<file path="config.mk">
export PLATFORM = sky130hd
export DESIGN_NAME = csp_clock_ctrl
export DESIGN_NICKNAME = d
export VERILOG_FILES = /design/src/common/csp_pkg.sv /design/src/rtl/csp_clock_ctrl.sv
export SDC_FILE = /design/constraint.sdc
export NUM_CORES = 1
export LEC_CHECK = 0
export ABC_AREA = 1
export BUFFER_PORTS_ARGS = -buffer_cell sky130_fd_sc_hd__buf_4
export CAP_MARGIN = 20
export CORE_MARGIN = 1.5
export CORE_UTILIZATION = 51
export CTS_BUF_LIST = sky130_fd_sc_hd__clkbuf_4 sky130_fd_sc_hd__clkbuf_8
export DETAILED_ROUTE_END_ITERATION = 12
export GPL_ROUTABILITY_DRIVEN = 0
export PLACE_DENSITY = 0.79
export SYNTH_ARGS = -nofsm -noshare
export SYNTH_HDL_FRONTEND = slang
export SYNTH_SLANG_ARGS = --single-unit
</file>
<file path="constraint.sdc">
create_clock -name CORE_CLK -period 2.5 [get_ports CORE_CLK]
set_input_delay 0.625 -clock CORE_CLK [delete_from_list [all_inputs] [get_ports CORE_CLK]]
set_output_delay 0.625 -clock CORE_CLK [all_outputs]
set_load 0.01 [all_outputs]
</file>
<file path="src/common/csp_pkg.sv">
// package: register map, fuse codes and timing counts of the clock source and prescaler block
package csp_pkg;
  // ************************************************************
  // register map (byte addresses)
  // ************************************************************
  localparam logic [3:0] RC_TRIM_OFS      = 4'h0;
  localparam logic [3:0] CLK_DIV_CTRL_OFS = 4'h4;
  localparam logic [3:0] CLK_STATUS_OFS   = 4'h8;
  localparam logic [3:0] TIMER_OSC_OFS    = 4'hC;
  // ************************************************************
  // fields
  // ************************************************************
  localparam int UNLOCK_BIT      = 7;
  localparam int TRIM_RANGE_BIT  = 7;
  localparam int EXT_SRC_SEL_BIT = 0;
  // ************************************************************
  // reset values and fuse codes
  // ************************************************************
  localparam logic [3:0] DIV_RST_PLAIN    = 4'h0;
  localparam logic [3:0] DIV_RST_BY8      = 4'h3;
  localparam logic [3:0] DIV_MAX_CODE     = 4'h8;
  localparam logic [3:0] SRC_EXT_CLOCK    = 4'h0;
  localparam logic [3:0] SRC_RC_CAL       = 4'h2;
  localparam logic [3:0] SRC_LOW_POWER    = 4'h3;
  localparam logic [1:0] SUT_SHORT        = 2'h0;
  localparam logic [1:0] SUT_MID          = 2'h1;
  localparam logic [1:0] SUT_LONG         = 2'h2;
  localparam logic [7:0] TRIM_FACTORY_DEF = 8'h80;  // arbitrary default
  // ************************************************************
  // timing
  // ************************************************************
  localparam int CLK_HZ          = 50_000_000;
  localparam int UNLOCK_CYCLES   = 4;
  localparam int PD_CK           = 6;
  localparam int RST_CK          = 14;
  localparam int LP_MID_US       = 4000;
  localparam int LP_LONG_US      = 64000;
  localparam int EXT_MID_US      = 4100;
  localparam int EXT_LONG_US     = 65000;
  localparam int LP_MID_CYC      = LP_MID_US * (CLK_HZ / 1_000_000);
  localparam int LP_LONG_CYC     = LP_LONG_US * (CLK_HZ / 1_000_000);
  localparam int EXT_MID_CYC     = EXT_MID_US * (CLK_HZ / 1_000_000);
  localparam int EXT_LONG_CYC    = EXT_LONG_US * (CLK_HZ / 1_000_000);
  localparam logic [1:0] AXI_OKAY   = 2'h0;
  localparam logic [1:0] AXI_SLVERR = 2'h2;
endpackage : csp_pkg

</file>
<file path="src/rtl/csp_clock_ctrl.sv">
// module: fuse-driven clock source select, start-up delay, glitch-free prescaler, AXI4-Lite regs
`timescale 1ns/1ps
`default_nettype none
module csp_clock_ctrl #(
  parameter int LP_MID_CYCLES   = csp_pkg::LP_MID_CYC,
  parameter int LP_LONG_CYCLES  = csp_pkg::LP_LONG_CYC,
  parameter int EXT_MID_CYCLES  = csp_pkg::EXT_MID_CYC,
  parameter int EXT_LONG_CYCLES = csp_pkg::EXT_LONG_CYC,
  parameter logic [7:0] FACTORY_TRIM = csp_pkg::TRIM_FACTORY_DEF
) (
  input  wire logic        CORE_CLK,
  input  wire logic        SYS_RST,
  input  wire logic [3:0]  SOURCE_SELECT_FUSES,
  input  wire logic [1:0]  STARTUP_DELAY_FUSES,
  input  wire logic        RESET_PIN_DISABLE_FUSE,
  input  wire logic        CLOCK_OUTPUT_FUSE,
  input  wire logic        DIVIDE_BY_EIGHT_FUSE,
  input  wire logic        MAIN_OSC_IN_PIN,
  input  wire logic        LOW_POWER_OSC_CLK,
  input  wire logic        RC_OSC_CLK,
  input  wire logic        TIMER_OSC_IN_PIN,
  input  wire logic        WAKE_FROM_POWER_DOWN,
  input  wire logic        PORT_PIN_OUT,
  input  wire logic [3:0]  S_AXI_AWADDR,
  input  wire logic        S_AXI_AWVALID,
  output logic             S_AXI_AWREADY,
  input  wire logic [31:0] S_AXI_WDATA,
  input  wire logic [3:0]  S_AXI_WSTRB,
  input  wire logic        S_AXI_WVALID,
  output logic             S_AXI_WREADY,
  output logic [1:0]       S_AXI_BRESP,
  output logic             S_AXI_BVALID,
  input  wire logic        S_AXI_BREADY,
  input  wire logic [3:0]  S_AXI_ARADDR,
  input  wire logic        S_AXI_ARVALID,
  output logic             S_AXI_ARREADY,
  output logic [31:0]      S_AXI_RDATA,
  output logic [1:0]       S_AXI_RRESP,
  output logic             S_AXI_RVALID,
  input  wire logic        S_AXI_RREADY,
  output logic             SYS_CLK_EN,
  output logic             CORE_CLOCK_DOMAIN,
  output logic             PROGRAM_MEMORY_CLOCK_DOMAIN,
  output logic             PERIPHERAL_CLOCK_DOMAIN,
  output logic             CONVERTER_CLOCK_DOMAIN,
  output logic             SYSTEM_CLOCK_OUT_PIN,
  output logic             SYSTEM_CLOCK_OUT_OE,
  output logic [7:0]       RC_TRIM_OUT,
  output logic             TIMER_OSC_ENABLE,
  output logic             TIMER_OSC_EXT_SOURCE_SEL,
  output logic             STARTUP_DONE
);
  import csp_pkg::*;

  // ************************************************************
  // fuse capture
  // ************************************************************
  logic [3:0] src_ff;
  logic [1:0] sut_ff;
  logic       rstdis_ff;
  logic       clock_output_fuse_ff;

  always_ff @(posedge CORE_CLK) begin
    if (SYS_RST) begin
      src_ff    <= SOURCE_SELECT_FUSES;
      sut_ff    <= STARTUP_DELAY_FUSES;
      rstdis_ff <= RESET_PIN_DISABLE_FUSE;
      clock_output_fuse_ff  <= CLOCK_OUTPUT_FUSE;
    end
  end

  // ************************************************************
  // source clock select
  // ************************************************************
  logic src_clk;
  always_comb begin
    unique case (src_ff)
      SRC_LOW_POWER: src_clk = LOW_POWER_OSC_CLK;
      SRC_EXT_CLOCK: src_clk = MAIN_OSC_IN_PIN;
      default:       src_clk = RC_OSC_CLK;
    endcase
  end

  // ************************************************************
  // start-up delay
  // ************************************************************
  function automatic int reset_extra(input logic [3:0] src, input logic [1:0] startup_delay_fuses,
                                     input logic rstdis);
    int extra;
    extra = 0;
    if (src == SRC_LOW_POWER) begin
      if (startup_delay_fuses == SUT_MID) extra = LP_MID_CYCLES;
      else if (startup_delay_fuses == SUT_LONG) extra = LP_LONG_CYCLES;
    end else begin
      if (startup_delay_fuses == SUT_MID) extra = EXT_MID_CYCLES;
      else if (startup_delay_fuses == SUT_LONG) extra = EXT_LONG_CYCLES;
    end
    if (rstdis && startup_delay_fuses == SUT_SHORT) extra = EXT_MID_CYCLES;
    return extra;
  endfunction

  // a delay counts base clock ticks; the reserved code 11 behaves as the shortest delay
  logic [31:0] su_cnt_ff;
  logic        su_done_ff;
  logic        pd_wait_ff;
  always_ff @(posedge CORE_CLK) begin
    if (SYS_RST) begin
      su_cnt_ff  <= 32'h0;
      su_done_ff <= 1'b0;
      pd_wait_ff <= 1'b0;
    end else if (WAKE_FROM_POWER_DOWN && su_done_ff) begin
      su_cnt_ff  <= 32'h0;
      su_done_ff <= 1'b0;
      pd_wait_ff <= 1'b1;
    end else if (!su_done_ff) begin
      if (pd_wait_ff ? (su_cnt_ff >= 32'(PD_CK - 1))
          : (su_cnt_ff >= 32'(RST_CK - 1 + reset_extra(src_ff, sut_ff, rstdis_ff)))) begin
        su_done_ff <= 1'b1;
      end
      su_cnt_ff <= su_cnt_ff + 32'h1;
    end
  end

  // ************************************************************
  // unlock sequence and division select
  // ************************************************************
  logic       unlock_ff;
  logic [2:0] unlock_cnt_ff;
  logic [3:0] div_ff;
  logic       div_init_ff;
  logic       wr_fire;
  logic [7:0] wr_byte;
  assign wr_byte = S_AXI_WDATA[7:0];

  always_ff @(posedge CORE_CLK) begin
    if (SYS_RST) begin
      unlock_ff     <= 1'b0;
      unlock_cnt_ff <= 3'h0;
      div_init_ff   <= 1'b1;
      div_ff        <= DIV_RST_PLAIN;
    end else begin
      if (div_init_ff) begin
        div_init_ff <= 1'b0;
        div_ff      <= DIVIDE_BY_EIGHT_FUSE ? DIV_RST_BY8 : DIV_RST_PLAIN;
      end
      if (unlock_ff) begin
        unlock_cnt_ff <= unlock_cnt_ff + 3'h1;
        if (unlock_cnt_ff == 3'(UNLOCK_CYCLES - 1)) unlock_ff <= 1'b0;
      end
      if (wr_fire && S_AXI_AWADDR == CLK_DIV_CTRL_OFS && S_AXI_WSTRB[0]) begin
        if (wr_byte == 8'h80) begin
          if (!unlock_ff) begin
            unlock_ff     <= 1'b1;
            unlock_cnt_ff <= 3'h0;
          end
        end else if (unlock_ff && !wr_byte[UNLOCK_BIT]) begin
          div_ff    <= wr_byte[3:0];
          unlock_ff <= 1'b0;
        end
      end
    end
  end

  // ************************************************************
  // glitch-free prescaler
  // ************************************************************
  // the divided clock is an enable pulse over the source tick; a change waits for the old
  // period to finish, so no period is shorter than both old and new ones
  logic       src_d_ff;
  logic       tick;
  logic [7:0] pre_cnt_ff;
  logic [3:0] act_div_ff;
  logic       en_ff;
  logic       ck_ff;
  logic [8:0] period;
  assign tick = src_clk && !src_d_ff;

  function automatic logic [8:0] div_period(input logic [3:0] code);
    if (code > DIV_MAX_CODE) return 9'h1;  // reserved codes act as divide by one
    return 9'h1 << code;
  endfunction
  assign period = div_period(act_div_ff);

  always_ff @(posedge CORE_CLK) begin
    if (SYS_RST) begin
      src_d_ff   <= src_clk;  // tracks the source in reset: no false edge after release
      pre_cnt_ff <= 8'h0;
      act_div_ff <= DIV_RST_PLAIN;
      en_ff      <= 1'b0;
      ck_ff      <= 1'b0;
    end else begin
      src_d_ff <= src_clk;
      en_ff    <= 1'b0;
      if (tick) begin
        if ({1'b0, pre_cnt_ff} >= period - 9'h1) begin
          pre_cnt_ff <= 8'h0;
          en_ff      <= 1'b1;
          ck_ff      <= ~ck_ff;
          act_div_ff <= div_ff;
        end else begin
          pre_cnt_ff <= pre_cnt_ff + 8'h1;
        end
      end
    end
  end

  // ************************************************************
  // clock outputs
  // ************************************************************
  logic tosc_ext_ff;
  always_ff @(posedge CORE_CLK) begin
    if (SYS_RST) begin
      SYS_CLK_EN                  <= 1'b0;
      CORE_CLOCK_DOMAIN           <= 1'b0;
      PROGRAM_MEMORY_CLOCK_DOMAIN <= 1'b0;
      PERIPHERAL_CLOCK_DOMAIN     <= 1'b0;
      CONVERTER_CLOCK_DOMAIN      <= 1'b0;
      // the prescaler is held in reset, so with CLOCK_OUTPUT_FUSE set the pin shows the source clock until release
      SYSTEM_CLOCK_OUT_PIN        <= CLOCK_OUTPUT_FUSE ? src_clk : PORT_PIN_OUT;
      SYSTEM_CLOCK_OUT_OE         <= CLOCK_OUTPUT_FUSE;
      TIMER_OSC_ENABLE            <= 1'b0;
      TIMER_OSC_EXT_SOURCE_SEL    <= 1'b0;
      STARTUP_DONE                <= 1'b0;
    end else begin
      SYS_CLK_EN                  <= en_ff && su_done_ff;
      CORE_CLOCK_DOMAIN           <= ck_ff;
      PROGRAM_MEMORY_CLOCK_DOMAIN <= ck_ff;
      PERIPHERAL_CLOCK_DOMAIN     <= ck_ff;
      CONVERTER_CLOCK_DOMAIN      <= ck_ff;
      SYSTEM_CLOCK_OUT_PIN        <= clock_output_fuse_ff ? ck_ff : PORT_PIN_OUT;
      SYSTEM_CLOCK_OUT_OE         <= 1'b1;
      TIMER_OSC_ENABLE            <= (src_ff == SRC_RC_CAL);
      TIMER_OSC_EXT_SOURCE_SEL    <= tosc_ext_ff && (src_ff == SRC_RC_CAL);
      STARTUP_DONE                <= su_done_ff;
    end
  end

  // ************************************************************
  // trim and timer oscillator registers
  // ************************************************************
  logic trim_init_ff;
  always_ff @(posedge CORE_CLK) begin
    if (SYS_RST) begin
      RC_TRIM_OUT  <= FACTORY_TRIM;
      trim_init_ff <= 1'b1;
      tosc_ext_ff  <= 1'b0;
    end else begin
      if (trim_init_ff) begin
        trim_init_ff <= 1'b0;
        RC_TRIM_OUT  <= FACTORY_TRIM;
      end else if (wr_fire && S_AXI_AWADDR == RC_TRIM_OFS && S_AXI_WSTRB[0]) begin
        RC_TRIM_OUT <= wr_byte;  // bit 7 is range, 6:0 tune upward
      end
      if (wr_fire && S_AXI_AWADDR == TIMER_OSC_OFS && S_AXI_WSTRB[0]) begin
        tosc_ext_ff <= wr_byte[EXT_SRC_SEL_BIT];
      end
    end
  end

  // ************************************************************
  // AXI4-Lite slave
  // ************************************************************
  // address and data are taken together in one cycle; simpler than holding either alone
  assign wr_fire = S_AXI_AWVALID && S_AXI_WVALID && !S_AXI_BVALID && !S_AXI_AWREADY;
  always_ff @(posedge CORE_CLK) begin
    if (SYS_RST) begin
      S_AXI_AWREADY <= 1'b0;
      S_AXI_WREADY  <= 1'b0;
      S_AXI_BVALID  <= 1'b0;
      S_AXI_BRESP   <= AXI_OKAY;
    end else begin
      S_AXI_AWREADY <= wr_fire;
      S_AXI_WREADY  <= wr_fire;
      if (wr_fire) begin
        S_AXI_BVALID <= 1'b1;
        S_AXI_BRESP  <= (S_AXI_AWADDR == RC_TRIM_OFS || S_AXI_AWADDR == CLK_DIV_CTRL_OFS
                        || S_AXI_AWADDR == CLK_STATUS_OFS || S_AXI_AWADDR == TIMER_OSC_OFS)
                        ? AXI_OKAY : AXI_SLVERR;
      end else if (S_AXI_BREADY) begin
        S_AXI_BVALID <= 1'b0;
      end
    end
  end

  always_ff @(posedge CORE_CLK) begin
    if (SYS_RST) begin
      S_AXI_ARREADY <= 1'b0;
      S_AXI_RVALID  <= 1'b0;
      S_AXI_RDATA   <= 32'h0;
      S_AXI_RRESP   <= AXI_OKAY;
    end else begin
      S_AXI_ARREADY <= 1'b0;
      if (S_AXI_ARVALID && !S_AXI_RVALID && !S_AXI_ARREADY) begin
        S_AXI_ARREADY <= 1'b1;
        S_AXI_RVALID  <= 1'b1;
        S_AXI_RRESP   <= AXI_OKAY;
        unique case (S_AXI_ARADDR)
          RC_TRIM_OFS:      S_AXI_RDATA <= {24'h0, RC_TRIM_OUT};
          CLK_DIV_CTRL_OFS: S_AXI_RDATA <= {24'h0, unlock_ff, 3'h0, div_ff};
          CLK_STATUS_OFS:   S_AXI_RDATA <= {24'h0, 1'b0, rstdis_ff, clock_output_fuse_ff,
                                            su_done_ff, act_div_ff};
          TIMER_OSC_OFS:    S_AXI_RDATA <= {31'h0, tosc_ext_ff};
          default: begin
            S_AXI_RDATA <= 32'h0;
            S_AXI_RRESP <= AXI_SLVERR;
          end
        endcase
      end else if (S_AXI_RREADY) begin
        S_AXI_RVALID <= 1'b0;
      end
    end
  end
endmodule : csp_clock_ctrl
`default_nettype wire
</file>
Yosys cells after proc, flatten, opt, wreduce, memory -nomap -nowiden. Cells that the tools add are included.

$add $sub $neg: 5. Muxes and demuxes: 45. $lt $le $gt $ge: 4. Bitwise gates (word level): 2. Reductions and logical operators: 37. Shift-type cells: 1. Equality and inequality tests: 12.

Operators with widths (number): 32-bit 2-to-1 mux (5); 22-bit 2-to-1 mux (4); 32-bit by 1-bit adder with 32-bit output (second input constant) (1); 5-bit by 32-bit adder with 32-bit output (first input constant) (1); 32-bit by 3-bit greater-or-equal comparator with 1-bit output (second input constant) (1); 32-bit greater-or-equal comparator (1); 8-bit case mux with 4 select lines (1); 1-bit 2-to-1 mux (20); 9-bit 2-to-1 mux (2); 1-bit logical AND (17); 4-bit == test (second input constant) (4); 4-bit 2-to-1 mux (4); 4-bit zero test (3); 3-bit 2-to-1 mux (4); 8-bit by 9-bit greater-or-equal comparator with 1-bit output (1); 1-bit by 4-bit << shifter with 9-bit output (first input constant) (1); 9-bit by 1-bit subtractor with 9-bit output (second input constant) (1); 8-bit by 1-bit adder with 8-bit output (second input constant) (1); 4-bit by 2-bit == test with 1-bit output (second input constant) (2); 4-bit by 3-bit == test with 1-bit output (second input constant) (2); 8-bit == test (second input constant) (1); 8-bit 2-to-1 mux (1); 1-bit zero test (6); 2-bit 2-to-1 mux (3); other kinds (13) (19).

Word-level logic and storage cells: 138. Bits of input ports: 66. Output and inout bits: 59. Register bits: 122.

Logic depth before layout (Yosys ltp).
Depth after elaboration: 13. Depth in mapped cells: 18.

Worst setup path before layout. No wires, ideal clock.

Path type: register to register. Start: register act_div_ff[0]. End: register pre_cnt_ff[2]. Path slack: 187 ps. Cell stages (with the launch flop): 15. Data required time: 2422 ps. Data arrival time: 2235 ps. Period minus slack after synthesis: 2313 ps. Setup time: 78 ps. Buffers on the path: 0. Path through: dfxtp_1 -> nor3_2 -> xor2_1 -> ha_1 -> nand2_1 -> xnor2_1 -> ha_1 -> o211a_1 -> nand2_1 -> nand2_1 -> nand2_1 -> nand2_1 -> nand2_4 -> nand2_2 -> nor3_1.

Cells in the longest elaborated chain, start to end: 6.

RTL lines: from (decl) (line csp_clock_ctrl.sv:172) `logic [3:0] act_div_ff;`; from (signal assigned) (line csp_clock_ctrl.sv:199) `act_div_ff <= div_ff;`; 4-bit greater-than comparator (line csp_clock_ctrl.sv:179) `if (code > DIV_MAX_CODE) return 9'h1;`; 1-bit 2-to-1 mux (line csp_clock_ctrl.sv:179); 9-bit 2-to-1 mux (*) (line csp_clock_ctrl.sv:180) `return 9'h1 << code;`; 9-bit by 1-bit subtractor with 9-bit output (*) (line csp_clock_ctrl.sv:195) `if ({1'b0, pre_cnt_ff} >= period - 9'h1) begin`; 8-bit by 9-bit greater-or-equal comparator with 1-bit output (*) (line csp_clock_ctrl.sv:195); 8-bit 2-to-1 mux (*) (line csp_clock_ctrl.sv:195); to (signal assigned) (line csp_clock_ctrl.sv:201) `pre_cnt_ff <= pre_cnt_ff + 8'h1;`; to (decl) (line csp_clock_ctrl.sv:171) `logic [7:0] pre_cnt_ff;`.

Mark *: on every way between the ends. The rest lies on a longest branch, timed or not. A chain may end at the register's enable or synchronous reset.

Worst setup path after layout.
Start: register act_div_ff[0]. End: register ck_ff.

Cells in the longest elaborated chain, start to end: 6.

RTL lines: 4-bit greater-than comparator (line csp_clock_ctrl.sv:179); 1-bit 2-to-1 mux (line csp_clock_ctrl.sv:179); 9-bit 2-to-1 mux (*) (line csp_clock_ctrl.sv:180); 9-bit by 1-bit subtractor with 9-bit output (*) (line csp_clock_ctrl.sv:195); 8-bit by 9-bit greater-or-equal comparator with 1-bit output (*) (line csp_clock_ctrl.sv:195); 2-bit AND reduction (no source line) (*); to (signal assigned) (line csp_clock_ctrl.sv:198) `ck_ff <= ~ck_ff;`; to (decl) (line csp_clock_ctrl.sv:174) `logic ck_ff;`.

Marks and branches as above.

==> results_tabular.tex <==
\begin{tabular}{lr}
\hline
Metric & Value \\
\hline
\multicolumn{2}{l}{\textbf{STA}} \\
Slew Limit Headroom & a little under half \\
Unrepaired setup endpoints after global routing & yes \\
Final hold violation count & 0 \\
Total count of max-transition violations in the final report & 0 \\
Post-route setup TNS & 0 ns \\
Transition at the pin with the smallest max-transition slack & about 0.8 ns \\
Fraction of the cycle the final worst path needs & 97.0\% \\
Setup violators final & 0 \\
Clock Skew & 0.0165 ns \\
Shortest period the worst path allows & 2.43 ns \\
Fmax achieved & 412 MHz \\
\multicolumn{2}{l}{\textbf{Yosys}} \\
Cells after synthesis & 804 \\
Share of flip-flops with an asynchronous set or reset & 0\% \\
Total of flip-flops plus latches after synthesis & between 90 and 100 \\
Count of synthesis-stage warnings from yosys & 0 \\
Most used flip-flop cell after synthesis & sky130\_fd\_sc\_hd\_\_dfxtp\_1 \\
Number of different library cells in the post-synthesis netlist & 47 \\
Number of enable flip-flop cells after synthesis & 8 \\
Fraction of the yosys area taken by sequential cells & about a third \\
Combined area of all synthesized cells & about 0.0058 mm² \\
Mean instance size in the synthesized netlist & approximately 7.2 µm² \\
\multicolumn{2}{l}{\textbf{Status}} \\
Outcome & finished, final reports clean \\
\multicolumn{2}{l}{\textbf{Critical path}} \\
Critical register-to-register path startpoint & act\_div\_ff[0]\$\_SDFFE\_PP0P\_ \\
Type of origin of the critical path & register \\
Worst Reg-to-Reg Cells & 16 \\
Critical path data arrival time & about 2.8 ns \\
Worst reg2reg path endpoint & ck\_ff\$\_SDFFE\_PP0P\_ \\
Required time at the endpoint of the critical path & around 2.8 ns \\
Cell Chain, Critical Path & nor3\_4 -> xor2\_2 -> ha\_4 -> nand2\_2 -> o21ai\_1 -> nand3\_1 -> ha\_1 -> o211a\_1 -> nand2\_1 -> nand2\_1 -> nand2\_1 -> nand2\_2 -> nand2\_4 -> nor2\_8 -> nand2\_1 -> nand2\_1 \\
Worst reg-to-reg setup slack & between 0.07 and 0.08 ns \\
Worst-path maximum fanout & 6 \\
Kind of critical path & register to register \\
Category of the worst setup path capture point & register \\
Cell at the slowest stage of the critical path & sky130\_fd\_sc\_hd\_\_dfxtp\_2 \\
Largest stage delay on the critical path & 0.35 ns \\
Crit path top cell by count & sky130\_fd\_sc\_hd\_\_nand2\_1 \\
\multicolumn{2}{l}{\textbf{Placed design}} \\
Number of I/O port buffers & 70 \\
Cell Count Post-Placement & $\sim$1,000 \\
Detailed placer's ending HPWL & $\sim$10 mm \\
\multicolumn{2}{l}{\textbf{Power}} \\
Power density over the cells & around 460 mW/mm² \\
Total power after layout & a little over 3000 µW \\
Peak VDD IR & $\sim$440 µV \\
Static leakage power & $\sim$0.0029 µW \\
\multicolumn{2}{l}{\textbf{Floorplanning}} \\
Effective utilization at floorplan & between 50\% and 60\% \\
Number of core rows & 38 \\
Core region area & $\sim$0.011 mm² \\
IO Pins & between 100 and 150 \\
Die outline area & around 0.012 mm² \\
Die width & approximately 110 µm \\
Die outline height & 110 µm \\
\multicolumn{2}{l}{\textbf{Route}} \\
Remaining number of nets flagged by the antenna check after routing & 0 \\
Detailed-routing iteration count for the pre-antenna-repair pass & 5 \\
WL final & approximately 13 mm \\
Drt via density & a little over 5 \\
Total vias in the final route & approximately 5,200 \\
Number of DRC markers in iteration 0 & 231 \\
Number of remaining DRC errors & 0 \\
WL/cell & $\sim$13 µm \\
\multicolumn{2}{l}{\textbf{CTS}} \\
Worst-Skew Late Latency & approximately 0.39 ns \\
Clk Tree Root Cell & sky130\_fd\_sc\_hd\_\_clkbuf\_8 \\
Clock buffer count from CTS & 9 \\
Number of H-tree levels & 3 \\
Clock tree from TritonCTS & built \\
CTS sink cnt & 96 \\
Maximum number of buffers from clock root to sink & 2 \\
Reg clk slew, reported paths & around 0.1 ns \\
\multicolumn{2}{l}{\textbf{Layout}} \\
Most frequent cells in the layout & 172 x sky130\_fd\_sc\_hd\_\_nand2\_1, 94 x sky130\_fd\_sc\_hd\_\_inv\_1, 85 x sky130\_fd\_sc\_hd\_\_nor2\_1 \\
Count of inserted antenna diode cells & 0 \\
Final standard cell count with taps included and fillers excluded & just over 1,000 \\
Area growth from synthesis to layout & 16.2\% \\
Final core utilization & 61.5\% \\
Layout net count & around 990 \\
Most common library cell in the layout ignoring fill and taps & sky130\_fd\_sc\_hd\_\_nand2\_1 \\
Share of layout cells above drive strength 1 & around a fifth \\
\multicolumn{2}{l}{\textbf{Global route}} \\
Final global-route overflow total & 0 \\
Number of global-route vias before repair & roughly 4,800 \\
Overall fraction of global-route tracks in use & 23.0\% \\
Largest net degree at the start of global routing & 23 \\
Initial antenna violation count & 0 \\
First-pass GRT wire length & 21.5 mm \\
\multicolumn{2}{l}{\textbf{Min path}} \\
Start point of the worst min-delay path & SOURCE\_SELECT\_FUSES[0] \\
Worst min-delay path category & input pin to register \\
Hold-critical path endpoint & src\_ff[0]\$\_DFFE\_PP\_ \\
Worst hold path stage count & 1 \\
\multicolumn{2}{l}{\textbf{Run}} \\
Number of violations of the max-capacitance limit & 0 \\
\hline
\end{tabular}
-- how the worst max path moves through the flow --
stage                          startpoint                    endpoint  slack, ns  cells after the start
6_report       act_div_ff[0]$_SDFFE_PP0P_          ck_ff$_SDFFE_PP0P_       0.07                     16
2_1_floorplan  act_div_ff[0]$_SDFFE_PP0P_  pre_cnt_ff[2]$_SDFFE_PP0P_       0.19                     14
3_3_place_gp   act_div_ff[1]$_SDFFE_PP0P_  pre_cnt_ff[2]$_SDFFE_PP0P_       0.06                     14
4_1_cts               sut_ff[0]$_DFFE_PP_       su_done_ff$_SDFF_PP0_      0.001                     16
5_1_grt               sut_ff[0]$_DFFE_PP_       su_done_ff$_SDFF_PP0_      -0.13                     13
3_5_place_dp   act_div_ff[1]$_SDFFE_PP0P_  pre_cnt_ff[2]$_SDFFE_PP0P_      0.001                     14
-- area by class of cell --
class | instances | area, µm²
Inverter | 103 | 392
Multi-Input combinational cell | 589 | 3330
Clock inverter | 3 | 25.0
Sequential cell | 96 | 2010
Tap cell | 140 | 175
Timing Repair Buffer | 85 | 651
Fill cell | 1012 | 4230
Clock buffer | 13 | 166
-- metrics by stage --
step	hold WS [ns]	setup slack (ns)	instance area [µm²]
CTS	0.388	0.00138	6630
finish	0.406	0.0738	6750
global placement	0.414	0.0594	6430
global route	0.386	-0.134	6750
floorplan	0.404	0.187	5900
detailed placement	0.418	0.00128	6430
-- flip-flops by register name, summed over array words and instances, names as in the netlist, 2 cells and up --
name and cells:
src_ff 4, S_AXI_RDATA 8, unlock_cnt_ff 3, su_cnt_ff 32, act_div_ff 4, pre_cnt_ff 8, sut_ff 2, RC_TRIM_OUT 8
div_ff 4
-- synth_stat cells (2+ instances only) --
cell type	number	area, µm²
sky130_fd_sc_hd__o21ai_0	32	160
sky130_fd_sc_hd__nand3_4	2	35.0
sky130_fd_sc_hd__nor2_2	3	18.8
sky130_fd_sc_hd__nor4_1	3	18.8
sky130_fd_sc_hd__inv_1	99	372
sky130_fd_sc_hd__a31oi_1	2	12.5
sky130_fd_sc_hd__clkbuf_1	6	22.5
sky130_fd_sc_hd__xor2_1	18	158
sky130_fd_sc_hd__nand2_2	7	43.8
sky130_fd_sc_hd__nand3_1	43	215
sky130_fd_sc_hd__a21oi_2	2	17.5
sky130_fd_sc_hd__nor2_1	87	327
sky130_fd_sc_hd__inv_2	2	7.51
sky130_fd_sc_hd__edfxtp_1	8	240
sky130_fd_sc_hd__ha_1	39	488
sky130_fd_sc_hd__nand2_1	177	664
sky130_fd_sc_hd__nor3_1	29	145
sky130_fd_sc_hd__or2_2	3	18.8
sky130_fd_sc_hd__dfxtp_1	88	1760
sky130_fd_sc_hd__o22ai_1	4	25.0
sky130_fd_sc_hd__a21oi_1	56	280
sky130_fd_sc_hd__buf_1	2	7.51
sky130_fd_sc_hd__buf_4	31	233
sky130_fd_sc_hd__nand2_4	3	33.8
sky130_fd_sc_hd__nand3_2	2	20.0
sky130_fd_sc_hd__xnor2_1	4	35.0
sky130_fd_sc_hd__a211oi_1	3	22.5
sky130_fd_sc_hd__nor2_4	6	67.6
sky130_fd_sc_hd__o221ai_1	2	17.5
sky130_fd_sc_hd__buf_6	2	22.5
sky130_fd_sc_hd__nand3b_1	5	37.5
sky130_fd_sc_hd__nor3_2	8	80.1
sky130_fd_sc_hd__nand4_1	12	75.1
-- cell families (layout without fill, tap and decap cells) --
kind of cell / Yosys count / after routing / synth area share, %
simple gates: 393 / 394 / 31.8
buf+inv: 145 / 204 / 11.7
compound gates: 107 / 107 / 10.1
flops: 96 / 96 / 34.5
fa+ha+maj: 39 / 39 / 8.40
xor+xnor: 22 / 22 / 3.32
other cells: 1 / 26 / 0.0646
mux: 1 / 1 / 0.172
-- metal layers --
metal | global-route usage, % | wire (µm)
met2 | 38.5 | 6430
met3 | 4.68 | 608
met4 | 9.93 | 393
met5 | 0 | 0
met1 | 28.6 | 5860
-- critical path, delay by kind of cell, from the launching register on --
kind            cells  cell delay [ns]
simple gates       11             1.05
fa+ha+maj           2             0.51
flops               1             0.35
xor+xnor            1             0.25
compound gates      2             0.22
-- what timing repair did --
item,4_1_cts,5_1_grt
setup buffers,0,2
endpoints found under the setup margin,4,15
cloned,1,0
gates resized for setup,2,35
hold buffers,0,0
pin swaps,5,15
-- where the power goes --
group          switching [µW]  internal (µW)  total (µW)
clock network             552            446         998
logic                     266            188         454
registers                35.5           1590        1630
total                     854           2230        3080
(Power assumes the default switching activity.)
